## config.mk

```make
export PLATFORM = sky130hd
export DESIGN_NAME = dsps_supervisor
export DESIGN_NICKNAME = d
export VERILOG_FILES = /design/src/design/dsps_tick.v /design/src/design/dsps_supervisor.v
export VERILOG_INCLUDE_DIRS = /design/src /design/src/design
export SDC_FILE = /design/constraint.sdc
export NUM_CORES = 1
export LEC_CHECK = 0
export BUFFER_PORTS_ARGS = -buffer_cell sky130_fd_sc_hd__buf_2
export CORE_MARGIN = 2
export CORE_UTILIZATION = 40
export DETAILED_ROUTE_END_ITERATION = 10
export GPL_ROUTABILITY_DRIVEN = 0
export GPL_TIMING_DRIVEN = 0
export SLEW_MARGIN = 25
export SYNTH_ARGS = -nofsm -noshare
export SYNTH_HDL_FRONTEND = slang
export SYNTH_SLANG_ARGS = --single-unit
```

## constraint.sdc

```tcl
create_clock -name clk_i -period 3.85 [get_ports clk_i]
set_clock_uncertainty 0.1 [all_clocks]
set_input_delay 0.77 -clock clk_i [delete_from_list [all_inputs] [get_ports clk_i]]
set_output_delay 0.77 -clock clk_i [all_outputs]
set_load 0.005 [all_outputs]
```

## src/design/dsps_consts.vh

```
// constants for the drive stop and power dip supervisor
`ifndef DSPS_CONSTS_VH
`define DSPS_CONSTS_VH
`define DSPS_CLK_MHZ 100
`define DSPS_TICK_US 1000
`define DSPS_MS_CYCLES (`DSPS_TICK_US * `DSPS_CLK_MHZ)
`define DSPS_ADR_CFG 8'h00
`define DSPS_ADR_HOLD 8'h04
`define DSPS_ADR_FLIM 8'h08
`define DSPS_ADR_CMD 8'h0c
`define DSPS_ADR_STAT 8'h10
`define DSPS_ADR_ISTAT 8'h14
`define DSPS_ADR_IMASK 8'h18
`define DSPS_CFG_SOS_LSB 0
`define DSPS_CFG_GR2_BIT 2
`define DSPS_CFG_UVM_LSB 4
`define DSPS_CFG_MAXSPD_LSB 8
`define DSPS_FLIM_REL_LSB 16
`define DSPS_CMD_RESTART_BIT 0
`define DSPS_SOS_RST 2'h0
`define DSPS_GR2_RST 1'h0
`define DSPS_UVM_RST 2'h0
`define DSPS_MAXSPD_RST 7'h32
`define DSPS_MAXSPD_MIN 7'h01
`define DSPS_MAXSPD_MAX 7'h64
`define DSPS_SPD_UNIT 7'h64
`define DSPS_HOLD_RST 10'h014
`define DSPS_HOLD_MIN 10'h014
`define DSPS_HOLD_MAX 10'h3e8
`define DSPS_DROP_RST 7'h32
`define DSPS_PCT_FULL 7'h64
`define DSPS_REL_RST 10'h064
`define DSPS_REL_MAX 10'h3e8
`define DSPS_DIP_SAT 10'h3ff
`define DSPS_SOS_DB_HOLD 2'h0
`define DSPS_SOS_DB_COAST 2'h1
`define DSPS_SOS_COAST 2'h2
`define DSPS_UVM_OFF 2'h0
`define DSPS_UVM_HOST 2'h1
`define DSPS_UVM_INT 2'h2
`define DSPS_MODE_FORCE 2'h2
`define DSPS_IRQ_W 5
`define DSPS_IRQ_DIP 0
`define DSPS_IRQ_OVS 1
`define DSPS_IRQ_UVW 2
`define DSPS_IRQ_STOP 3
`define DSPS_IRQ_CTRL 4
`endif

```

## src/design/dsps_tick.v

```verilog
// millisecond tick generator
`timescale 1ns/100ps
module dsps_tick #(
	parameter CYCLES = 100000
) (
	input wire clk_i,
	input wire rst_i,
	output reg tick_o
);
	reg [31:0] cnt;

	always @(posedge clk_i) begin
		if (rst_i) begin
			cnt <= 32'h0;
			tick_o <= 1'b0;
		end else if (cnt == CYCLES - 1) begin
			cnt <= 32'h0;
			tick_o <= 1'b1;
		end else begin
			cnt <= cnt + 32'h1;
			tick_o <= 1'b0;
		end
	end
endmodule

```

## src/design/dsps_supervisor.v

```verilog
// drive stop selection, power dip ride-through, overspeed and force limit logic
// Overview of operation
// RQ1: group-2 alarm default: zero-speed stop, then brake/coast
// RQ2: group-2 select 1: stop like group-1 alarm
// RQ3: force control ignores group-2 stop select
// RQ4: dips shorter than hold time keep running
// RQ5: long dip cuts power, restores on recovery
// RQ6: long dip clears servo ready output
// RQ7: control power loss ignores hold time
// RQ8: undervoltage alarm during dip ignores hold time
// RQ9: overspeed alarm above max speed setting
// RQ10: undervoltage mode: off, host, internal limit
// RQ11: host limits force until warning clears
// RQ12: internal clamp, then ramp over release time
// RQ13: dropout limit 0..100 percent, default 50
// RQ14: release time 0..1000 ms, default 100
// RQ15: user should set hold time to 1000
// RQ16: servo off cuts motor current at once
// RQ17: stop select: brake-hold, brake-coast, coast
// RQ18: stop, mode, speed settings latch at restart
`timescale 1ns/100ps
`include "dsps_consts.vh"
module dsps_supervisor #(
	parameter MS_CYCLES = `DSPS_MS_CYCLES
) (
	input wire clk_i,
	input wire rst_i,
	input wire wb_cyc_i,
	input wire wb_stb_i,
	input wire wb_we_i,
	input wire [7:0] wb_adr_i,
	input wire [3:0] wb_sel_i,
	input wire [31:0] wb_dat_i,
	output reg [31:0] wb_dat_o,
	output reg wb_ack_o,
	input wire servo_on_in_i,
	input wire main_dip_i,
	input wire ctrl_power_lost_i,
	input wire uv_level_i,
	input wire undervoltage_alarm_i,
	input wire gr1_alarm_i,
	input wire second_alarm_group_i,
	input wire [1:0] ctrl_mode_i,
	input wire [15:0] motor_speed_i,
	input wire motor_stopped_i,
	output reg motor_power_o,
	output reg speed_ref_zero_o,
	output reg dynamic_brake_o,
	output reg servo_ready_out_o,
	output reg uv_warning_o,
	output reg overspeed_alarm_o,
	output reg [6:0] force_limit_o,
	output wire irq_o
);
	localparam ST_RUN = 4'h1;
	localparam ST_ZERO = 4'h2;
	localparam ST_BRAKE = 4'h4;
	localparam ST_STOP = 4'h8;
	localparam NPIN = 7;

	// pin synchronisers
	wire [NPIN-1:0] pin_raw;
	reg [NPIN-1:0] pin_m;
	reg [NPIN-1:0] pin_s;
	assign pin_raw = {servo_on_in_i, main_dip_i, ctrl_power_lost_i, uv_level_i,
		undervoltage_alarm_i, gr1_alarm_i, second_alarm_group_i};
	genvar g;
	generate
		for (g = 0; g < NPIN; g = g + 1) begin : sync
			always @(posedge clk_i) begin
				if (rst_i) begin
					pin_m[g] <= 1'b0;
					pin_s[g] <= 1'b0;
				end else begin
					pin_m[g] <= pin_raw[g];
					pin_s[g] <= pin_m[g];
				end
			end
		end
	endgenerate
	wire servo_on = pin_s[6];
	wire dip = pin_s[5];
	wire ctrl_lost = pin_s[4];
	wire uv_level = pin_s[3];
	wire uv_alarm = pin_s[2];
	wire gr1 = pin_s[1];
	wire gr2 = pin_s[0];

	wire tick;
	dsps_tick #(.CYCLES(MS_CYCLES)) u_tick (
		.clk_i(clk_i),
		.rst_i(rst_i),
		.tick_o(tick)
	);

	// software settings and active copies
	reg [1:0] sos_sh;
	reg gr2_sh;
	reg [1:0] uvm_sh;
	reg [6:0] maxspd_sh;
	reg [1:0] sos;
	reg gr2_sel;
	reg [1:0] uvm;
	reg [6:0] maxspd;
	reg [9:0] hold;
	reg [6:0] drop;
	reg [9:0] rel;
	reg [`DSPS_IRQ_W-1:0] istat;
	reg [`DSPS_IRQ_W-1:0] imask;
	reg [3:0] state;
	reg [3:0] next_state;
	reg [9:0] dip_cnt;
	reg [16:0] acc;
	reg ovs;
	reg dip_long_q;
	reg uvw_q;
	reg ctrl_q;

	function [31:0] wmerge;
		input [31:0] old;
		input [31:0] d;
		input [3:0] s;
		integer i;
		begin
			for (i = 0; i < 4; i = i + 1)
				wmerge[i*8 +: 8] = s[i] ? d[i*8 +: 8] : old[i*8 +: 8];
		end
	endfunction

	wire [31:0] rd_cfg = {17'h0, maxspd_sh, 2'h0, uvm_sh, 1'b0, gr2_sh, sos_sh};
	wire [31:0] rd_hold = {22'h0, hold};
	wire [31:0] rd_flim = {6'h0, rel, 9'h0, drop};
	wire [31:0] wr_cfg = wmerge(rd_cfg, wb_dat_i, wb_sel_i);
	wire [31:0] wr_hold = wmerge(rd_hold, wb_dat_i, wb_sel_i);
	wire [31:0] wr_flim = wmerge(rd_flim, wb_dat_i, wb_sel_i);
	wire [31:0] wr_any = wmerge(32'h0, wb_dat_i, wb_sel_i);
	wire [6:0] wr_spd = wr_cfg[`DSPS_CFG_MAXSPD_LSB +: 7];
	wire [9:0] wr_hv = wr_hold[9:0];
	wire [6:0] wr_dv = wr_flim[6:0];
	wire [9:0] wr_rv = wr_flim[`DSPS_FLIM_REL_LSB +: 10];

	wire req = wb_cyc_i & wb_stb_i;
	wire wr = req & wb_we_i & wb_ack_o;
	wire wr_cfg_en = wr & (wb_adr_i == `DSPS_ADR_CFG);
	wire wr_hold_en = wr & (wb_adr_i == `DSPS_ADR_HOLD);
	wire wr_flim_en = wr & (wb_adr_i == `DSPS_ADR_FLIM);
	wire wr_ist_en = wr & (wb_adr_i == `DSPS_ADR_ISTAT);
	wire wr_imk_en = wr & (wb_adr_i == `DSPS_ADR_IMASK);
	wire restart = wr & (wb_adr_i == `DSPS_ADR_CMD) & wr_any[`DSPS_CMD_RESTART_BIT];

	// power dip timing
	wire dip_long = dip & (dip_cnt > hold); // RQ4
	wire force_mode = (ctrl_mode_i == `DSPS_MODE_FORCE);
	wire gr2_as_gr1 = gr2_sel | force_mode; // RQ2 RQ3
	wire [13:0] spd_lim = {7'h0, maxspd} * {7'h0, `DSPS_SPD_UNIT};
	wire ovs_now = motor_speed_i > {2'h0, spd_lim}; // RQ9
	wire hard_stop = ~servo_on | gr1 | ovs | ctrl_lost | uv_alarm | dip_long
		| (gr2 & gr2_as_gr1); // RQ16 RQ7 RQ8 RQ5
	wire zero_stop = gr2 & ~gr2_as_gr1; // RQ1
	wire uv_warn = (uvm != `DSPS_UVM_OFF) & uv_level; // RQ10
	wire [6:0] drop_gap = `DSPS_PCT_FULL - drop;
	wire [`DSPS_IRQ_W-1:0] ev;
	assign ev[`DSPS_IRQ_DIP] = dip_long & ~dip_long_q;
	assign ev[`DSPS_IRQ_OVS] = ovs_now & ~ovs;
	assign ev[`DSPS_IRQ_UVW] = uv_warn & ~uvw_q;
	assign ev[`DSPS_IRQ_STOP] = (state[0] | state[1]) & next_state[2];
	assign ev[`DSPS_IRQ_CTRL] = ctrl_lost & ~ctrl_q;
	assign irq_o = |(istat & imask);

	// wishbone slave, one wait state
	always @(posedge clk_i) begin
		if (rst_i) begin
			wb_ack_o <= 1'b0;
			wb_dat_o <= 32'h0;
		end else begin
			wb_ack_o <= req & ~wb_ack_o;
			if (req & ~wb_ack_o) begin
				case (wb_adr_i)
					`DSPS_ADR_CFG: wb_dat_o <= rd_cfg;
					`DSPS_ADR_HOLD: wb_dat_o <= rd_hold;
					`DSPS_ADR_FLIM: wb_dat_o <= rd_flim;
					`DSPS_ADR_STAT: wb_dat_o <= {12'h0, force_limit_o, 1'b0, state,
						uv_warning_o, servo_ready_out_o, ovs, dip_long, motor_power_o,
						dynamic_brake_o, speed_ref_zero_o, dip};
					`DSPS_ADR_ISTAT: wb_dat_o <= {27'h0, istat};
					`DSPS_ADR_IMASK: wb_dat_o <= {27'h0, imask};
					default: wb_dat_o <= 32'h0;
				endcase
			end
		end
	end

	// settings registers
	always @(posedge clk_i) begin
		if (rst_i) begin
			sos_sh <= `DSPS_SOS_RST;
			gr2_sh <= `DSPS_GR2_RST;
			uvm_sh <= `DSPS_UVM_RST;
			maxspd_sh <= `DSPS_MAXSPD_RST;
			sos <= `DSPS_SOS_RST;
			gr2_sel <= `DSPS_GR2_RST;
			uvm <= `DSPS_UVM_RST;
			maxspd <= `DSPS_MAXSPD_RST;
			hold <= `DSPS_HOLD_RST;
			drop <= `DSPS_DROP_RST;
			rel <= `DSPS_REL_RST;
			imask <= {`DSPS_IRQ_W{1'b0}};
		end else begin
			if (wr_cfg_en) begin
				sos_sh <= (wr_cfg[1:0] > `DSPS_SOS_COAST) ? `DSPS_SOS_COAST : wr_cfg[1:0];
				gr2_sh <= wr_cfg[`DSPS_CFG_GR2_BIT];
				uvm_sh <= (wr_cfg[5:4] > `DSPS_UVM_INT) ? `DSPS_UVM_INT : wr_cfg[5:4];
				maxspd_sh <= (wr_spd < `DSPS_MAXSPD_MIN) ? `DSPS_MAXSPD_MIN :
					(wr_spd > `DSPS_MAXSPD_MAX) ? `DSPS_MAXSPD_MAX : wr_spd;
			end
			if (restart) begin
				sos <= sos_sh; // RQ18 RQ17
				gr2_sel <= gr2_sh; // RQ18
				uvm <= uvm_sh; // RQ18
				maxspd <= maxspd_sh; // RQ18
			end
			if (wr_hold_en)
				hold <= (wr_hv < `DSPS_HOLD_MIN) ? `DSPS_HOLD_MIN :
					(wr_hv > `DSPS_HOLD_MAX) ? `DSPS_HOLD_MAX : wr_hv; // RQ4
			if (wr_flim_en) begin
				drop <= (wr_dv > `DSPS_PCT_FULL) ? `DSPS_PCT_FULL : wr_dv; // RQ13
				rel <= (wr_rv > `DSPS_REL_MAX) ? `DSPS_REL_MAX : wr_rv; // RQ14
			end
			if (wr_imk_en)
				imask <= wr_any[`DSPS_IRQ_W-1:0];
		end
	end

	// interrupt status, a new event wins over the clear
	always @(posedge clk_i) begin
		if (rst_i) begin
			istat <= {`DSPS_IRQ_W{1'b0}};
			dip_long_q <= 1'b0;
			uvw_q <= 1'b0;
			ctrl_q <= 1'b0;
		end else begin
			istat <= (istat & ~(wr_ist_en ? wr_any[`DSPS_IRQ_W-1:0] :
				{`DSPS_IRQ_W{1'b0}})) | ev;
			dip_long_q <= dip_long;
			uvw_q <= uv_warn;
			ctrl_q <= ctrl_lost;
		end
	end

	// dip timer and overspeed latch
	always @(posedge clk_i) begin
		if (rst_i) begin
			dip_cnt <= 10'h0;
			ovs <= 1'b0;
		end else begin
			if (~dip)
				dip_cnt <= 10'h0;
			else if (tick && dip_cnt != `DSPS_DIP_SAT)
				dip_cnt <= dip_cnt + 10'h1;
			if (ovs_now)
				ovs <= 1'b1; // RQ9
			else if (restart)
				ovs <= 1'b0;
		end
	end

	// stop sequencer
	always @* begin
		next_state = state;
		case (state)
			ST_RUN: begin
				if (hard_stop)
					next_state = ST_BRAKE; // RQ16 RQ2
				else if (zero_stop)
					next_state = ST_ZERO; // RQ1
			end
			ST_ZERO: begin
				if (hard_stop)
					next_state = ST_BRAKE;
				else if (motor_stopped_i)
					next_state = ST_STOP; // RQ1
			end
			ST_BRAKE: begin
				if (motor_stopped_i)
					next_state = ST_STOP;
			end
			ST_STOP: begin
				if (~hard_stop & ~zero_stop)
					next_state = ST_RUN; // RQ5
			end
			default: next_state = ST_STOP;
		endcase
	end

	always @(posedge clk_i) begin
		if (rst_i) begin
			state <= ST_STOP;
			motor_power_o <= 1'b0;
			speed_ref_zero_o <= 1'b0;
			dynamic_brake_o <= 1'b0;
			servo_ready_out_o <= 1'b0;
			overspeed_alarm_o <= 1'b0;
		end else begin
			state <= next_state;
			motor_power_o <= next_state[0] | next_state[1]; // RQ5 RQ16
			speed_ref_zero_o <= next_state[1]; // RQ1
			dynamic_brake_o <= (next_state[2] & ((sos != `DSPS_SOS_COAST) | ctrl_lost
				| dip_long)) | (next_state[3] & (sos == `DSPS_SOS_DB_HOLD)); // RQ17 RQ7
			servo_ready_out_o <= ~dip_long & ~ctrl_lost & ~uv_alarm & ~gr1
				& ~gr2 & ~ovs; // RQ6
			overspeed_alarm_o <= (ovs & ~restart) | ovs_now; // RQ9 RQ18
		end
	end

	// undervoltage force limit and release ramp
	always @(posedge clk_i) begin
		if (rst_i) begin
			uv_warning_o <= 1'b0;
			force_limit_o <= `DSPS_PCT_FULL;
			acc <= 17'h0;
		end else begin
			uv_warning_o <= uv_warn; // RQ10 RQ11
			if (uvm != `DSPS_UVM_INT) begin
				force_limit_o <= `DSPS_PCT_FULL;
				acc <= 17'h0;
			end else if (uv_warn) begin
				force_limit_o <= drop; // RQ12
				acc <= 17'h0;
			end else if (force_limit_o < `DSPS_PCT_FULL) begin
				if (rel == 10'h0)
					force_limit_o <= `DSPS_PCT_FULL;
				else if (tick)
					acc <= acc + {10'h0, drop_gap}; // RQ12
				else if (acc >= {7'h0, rel}) begin
					force_limit_o <= force_limit_o + 7'h1;
					acc <= acc - {7'h0, rel};
				end
			end else
				acc <= 17'h0;
		end
	end
endmodule

```

==> out/results.ini, run 1 <==
[clock_network]
cts_tree=yes
clkTransAtPathRegs_ps=80
cts_setup_buffers=0
cts.sinks=181
ctsLongestPathBuffers=2
holdBufCountCts=0
htreeDepth=4
clock_latency_ps=450
numCtsBuffers=17
root_buffer=clkbuf_16

[cells_and_area]
antennaDiodeCount=0
fin_area_sq_um=11800
final_cell_mix=dfxtp_1, nand2_1, nor2_1
fill_cells=2521
area_growth_pct=16.6
nets=1525
fin_util_pct=47.3
layout_commonest_cell=dfxtp_1
multi_input_area_sq_um=6190
layout-drive-gt1-share_pct=13.7
regArea_sq_um=3630

[grt]
antenna_found_initial=1
grt_pass1_vias=8786
grt_use_total_pct=22.1
grt_max_degree=21
grt-ovfl-total=0
grt_first_pass_wirelength_mm=46.7

[sta]
fmax_ghz=0.268
setup-violations-final=0
slew_headroom_pct=34.1
final_min_period_over_clock_period_pct=97.1
setup_tns_ps=0
min_period_ps=3740
hold_violations=0
worst_slack_ps=113
whs_ps=339
worst_slew_pin_slew_ps=980
drv_slew=0

[synthesis]
yosysUniqueCellTypes=75
syn_inst=1248
synth_top_area_share_pct=35.7
yosys.area.top_type=dfxtp_1
ys_ff_latch=181
synth.area.top_cells=dfxtp_1, ha_1, nand2_1, nor2_1, a21oi_1
ys_seq_area_share_pct=35.7
ys.flop_type=dfxtp_1
netlist_area_sq_um=10100
ys_async_sr_fraction_pct=0
avgSynthCellArea_sq_um=8.13
yosysWarnings=0
synth_edf_count=0

[floorplan]
coreArea_sq_um=25000
initial_core_util_pct=40.5
num_io_pins=122
num_rows=58
die-width_microns=163
die_area_sq_um=26600
die_y_microns=163

[worst_setup_path]
crit_arrival_ps=3940
max_stage_delay_ps=380
path_class=reg2reg
path_max_fanout=4
cp_top_family=compound AO/OA/AOI/OAI gates
crit_top_cell=ha_1
cp_slowest_cell=a2111oi_4
path_cells=ha_1, ha_4, ha_4, ha_1, a21o_1, a21oi_4, o21bai_1, a21oi_2, o21ai_1, xnor2_1, ha_1, a2111oi_4, o211ai_1, o21ai_2, a21oi_1
required_ps=4050
critPathBufInv=0
end_kind=flop
critPathLaunchType=flop

[power]
p_leak_nw=4.69
irDropWorstVdd_v=0.000227
power_density_nw_per_um2=335

[drt]
num_vias=9640
drtIter0Drc=841
via_per_inst=5.60
ant_nets=0
dr.pass1.iters=7
wirelength_mm=29.7
post_drt_wl_per_cell_microns=17.2
drc_errors=0

[flow_run]
cap_violations=0

[placed_design]
post_dp_cell_area_sq_um=11100
place_ws_ps=-528
dpl.hpwl_mm=22.7
port_buffers=105

[worst_hold_path]
hp-class=reg2reg

[status]
outcome=complete, no violations

what timing repair did:
action,CTS,global route
endpoints found under the setup margin,3,3
resized for setup,9,9
pin swaps,1,12
cells in the mapped netlist (8+ instances only):
cell type	number
a211oi_1	12
a22oi_1	18
buf_2	8
o21ai_1	11
and3_1	24
or3_1	18
nand4_1	15
nand3_1	55
nor4_1	12
and4_1	8
ha_1	69
xor2_1	27
and2_1	10
dfxtp_1	181
inv_1	52
nor3_1	24
a21oi_1	91
a222oi_1	14
nand2_1	137
o21ai_0	56
clkbuf_1	34
nor2b_1	31
a31oi_1	12
mux2i_1	15
a21o_1	9
xnor2_1	27
nand2b_1	10
nor2_1	133
o211ai_1	10
worst paths after layout:
path,startpoint,cells past startpoint,endpoint,slack (ps)
max reg2reg,maxspd[2],15,ovs,110
max,maxspd[2],15,ovs,110
min,pin_m[1],1,gr1,340
min reg2reg,pin_m[1],1,gr1,340
worst reg2reg max path, stage by stage, from the launching register on:
cell and delay, ps:
dfxtp_4 370, ha_1 320, ha_4 290, ha_4 190
ha_1 280, a21o_1 210, a21oi_4 140, o21bai_1 100
a21oi_2 170, o21ai_1 90, xnor2_1 140, ha_1 360
a2111oi_4 380, o211ai_1 150, o21ai_2 180, a21oi_1 120
registers in the layout (all words and copies together), names as in the netlist, 2 cells and up:
register       flops
hold              10
maxspd             7
maxspd_sh          7
pin_m              7
uvm                2
force_limit_o      7
sos_sh             2
u_tick.cnt        32
state              4
istat              5
imask              5
acc               17
drop               7
dip_cnt           10
wb_dat_o          26
uvm_sh             2
sos                2
rel               10
routing by layer:
layer  part of all wire [%]  global-route usage, %  vias up
li1                       -                      -     4740
met3                    5.9                   3.22       39
met2                     44                   34.3      336
met1                     49                   31.9     4525
met4                    1.9                   6.19        0
met5                      0                      0        -
power breakdown:
group	switching (mW)	internal (mW)
combinational	0.136	0.0761
sequential	0.0108	1.89
clock	0.910	0.947
total	1.06	2.91
cell type report:
cell class | count | area share (%)
Sequential cell | 181 | 30.7
Inverter | 56 | 1.78
Timing Repair Buffer | 105 | 4.44
Tap cell | 330 | 3.49
Clock buffer | 17 | 3.60
Buffer | 54 | 2.02
Multi-Input combinational cell | 962 | 52.3
Clock inverter | 15 | 1.70
stage by stage:
stage / power [mW] / std cells
floorplan: 2.05 / 1253
global placement: 2.14 / 1688
detailed placement: 2.15 / 1688
CTS: 3.99 / 1720
global route: 4.09 / 1720
finish: 3.97 / 1720
kinds of logic after synthesis:
group,after synthesis,share of synthesized area [%]
and+or+nand+nor,509,24.5
AOI/OAI and AO/OA,302,19.5
DFF,181,35.7
buffers and inverters,110,4.43
adders and majority gates,73,9.30
xor gates and xnor gates,54,4.66
muxes,18,1.81
other,1,0.0370
No activity file was read; power rests on OpenSTA's default activity.
==> run 2, diff against run 1 <==
Settings changed: CORE_UTILIZATION 40 to 45, PLACE_DENSITY set to 0.67.
==> out/results.ini, run 2 (synthesis results as in run 1) <==
[worst_setup_path]
path_class=reg2reg
r2r_cells=14  ; -1
rr_startpoint=maxspd[2]
required_ps=4040  ; about the same
crit_end=ovs
crit_arrival_ps=3930  ; about the same
r2r-end=ovs
r2r_slack_ps=110  ; about the same
critPathLaunchType=flop
end_kind=flop
cp-startpoint=maxspd[2]
path_max_fanout=4  ; unchanged

[placed_design]
port_buffers=105  ; unchanged
dpl.hpwl_mm=22.0  ; -2.8%
dpl.cell_count=1638  ; -3.0%
place_ws_ps=-552  ; -24.2 ps

[floorplan]
die-width_microns=154  ; -5.6%
die_area_sq_um=23800  ; -11%
die_y_microns=154  ; -5.6%
num_rows=54  ; -6.9%
num_io_pins=122  ; unchanged
coreArea_sq_um=22000  ; -12%
initial_core_util_pct=46.2  ; +5.7 points

[sta]
final_min_period_over_clock_period_pct=97.1  ; about the same
setup_tns_ps=0  ; unchanged
slew_headroom_pct=39.6  ; +5.5 points
worst_slack_ps=112  ; -1.21 ps
drv_slew=0  ; unchanged
rsz0062_at_grt=no
setup-violations-final=0  ; unchanged
fmax_ghz=0.267  ; about the same
min_period_ps=3740  ; +1.21 ps
worst_slew_pin_slew_ps=899  ; -80.8 ps
hold_violations=0  ; unchanged

[cells_and_area]
final_cell_mix=dfxtp_1, nand2_1, nor2_1
regMostFlops=u_tick.cnt
layout-drive-gt1-share_pct=13.9  ; +0.19 points
antennaDiodeCount=0  ; unchanged
fill_cells=2059  ; -18%
layout_commonest_cell=dfxtp_1
regArea_sq_um=3630  ; about the same
multi_input_area_sq_um=6180  ; -0.10%
top_regs=u_tick.cnt (32), wb_dat_o (26), acc (17)
largest_register_ffs=32  ; unchanged
instances_no_fill=1673  ; -2.7%
fin_util_pct=53.5  ; +6.3 points
nets=1529  ; +0.26%
area_growth_pct=15.8

[clock_network]
clock_latency_ps=440  ; about the same
ctsLongestPathBuffers=2  ; unchanged
cts.sinks=181  ; unchanged
cts_tree=yes
root_buffer=clkbuf_16
numCtsBuffers=17  ; unchanged
clkTransAtPathRegs_ps=70  ; about the same
holdBufCountCts=0  ; unchanged
htreeDepth=4  ; unchanged

[drt]
wirelength_mm=28.8  ; -2.7%
post_drt_wl_per_cell_microns=17.2  ; about the same
num_vias=9686  ; +0.48%
ant_nets=0  ; unchanged
dr.pass1.iters=8  ; +1
drc_errors=0  ; unchanged
via_per_inst=5.79  ; +3.3%
drtIter0Drc=933  ; +11%

[power]
power_density_nw_per_um2=329  ; -1.7%
irDropWorstVdd_v=0.000253  ; +11%
p_leak_nw=4.69  ; about the same

[grt]
grt_use_total_pct=24.0  ; +1.9 points
grt_pass1_vias=8756  ; -0.34%
grt-ovfl-total=0  ; unchanged
antenna_found_initial=0  ; -1
grt_max_degree=17  ; -19%
grt_first_pass_wirelength_mm=45.7  ; -2.2%

[flow_run]
cap_violations=0  ; unchanged

[worst_hold_path]
hp-class=reg2reg

[status]
outcome=complete, no violations

[run 2: what timing repair did]
action	4_1_cts	5_1_grt
resized for setup	10	10
setup endpoints to repair	3	3
buffers inserted	0	4
pin swaps	2	12
[run 2: how the worst min path moves through the flow]
| stage | startpoint | endpoint | slack (ps) | cells past startpoint |
|---|---|---|---|---|
| floorplan | pin_m[4] | ctrl_lost | 310 | 1 |
| global placement | pin_m[4] | ctrl_lost | 320 | 1 |
| detailed placement | pin_m[4] | ctrl_lost | 330 | 1 |
| CTS | pin_m[4] | ctrl_lost | 340 | 1 |
| global route | pin_m[5] | dip | 350 | 1 |
| finish | pin_m[4] | ctrl_lost | 340 | 1 |
[run 2: layout make-up]
class                   instances  share of cell area, %
multi-input cells             962                   52.6
flip-flops and latches        181                   30.9
repair buffers                109                   4.73
clock buffers                  21                   4.00
well taps                     280                   2.98
plain buffers                  54                   2.03
inverters                      56                   1.79
clock inverters                10                  0.948
[run 2: through the flow]
step / power, mW / instance area [sq um] / hold slack, ps
detailed placement: 2.14 / 11000 / 327
global placement: 2.14 / 11000 / 316
CTS: 3.89 / 11700 / 344
global route: 3.99 / 11700 / 354
floorplan: 2.05 / 10200 / 314
finish: 3.87 / 11700 / 339
[run 2: power breakdown]
group	switching (mW)	internal, mW	total (mW)
logic	0.134	0.0767	0.211
clock network	0.805	0.959	1.76
registers	0.0103	1.89	1.90
[run 2: worst max-delay path, stage by stage, from the launching register on]
cell and delay (ps):
dfxtp_4 370, ha_1 330, ha_4 270, fa_1 440
ha_4 280, a21oi_4 150, o21bai_1 100, a21oi_2 200
o21ai_2 70, xnor2_1 130, ha_1 330, a2111oi_4 370
o211ai_1 150, o21ai_2 180, a21oi_1 120
[run 2: layer usage]
| metal | wire length (microns) | vias up | GRT usage (%) |
|---|---|---|---|
| li1 | - | 4756 | - |
| met2 | 12700 | 336 | 36.7 |
| met4 | 520 | 0 | 7.12 |
| met1 | 13500 | 4556 | 34.2 |
| met5 | 0 | - | 0 |
| met3 | 2140 | 38 | 4.79 |
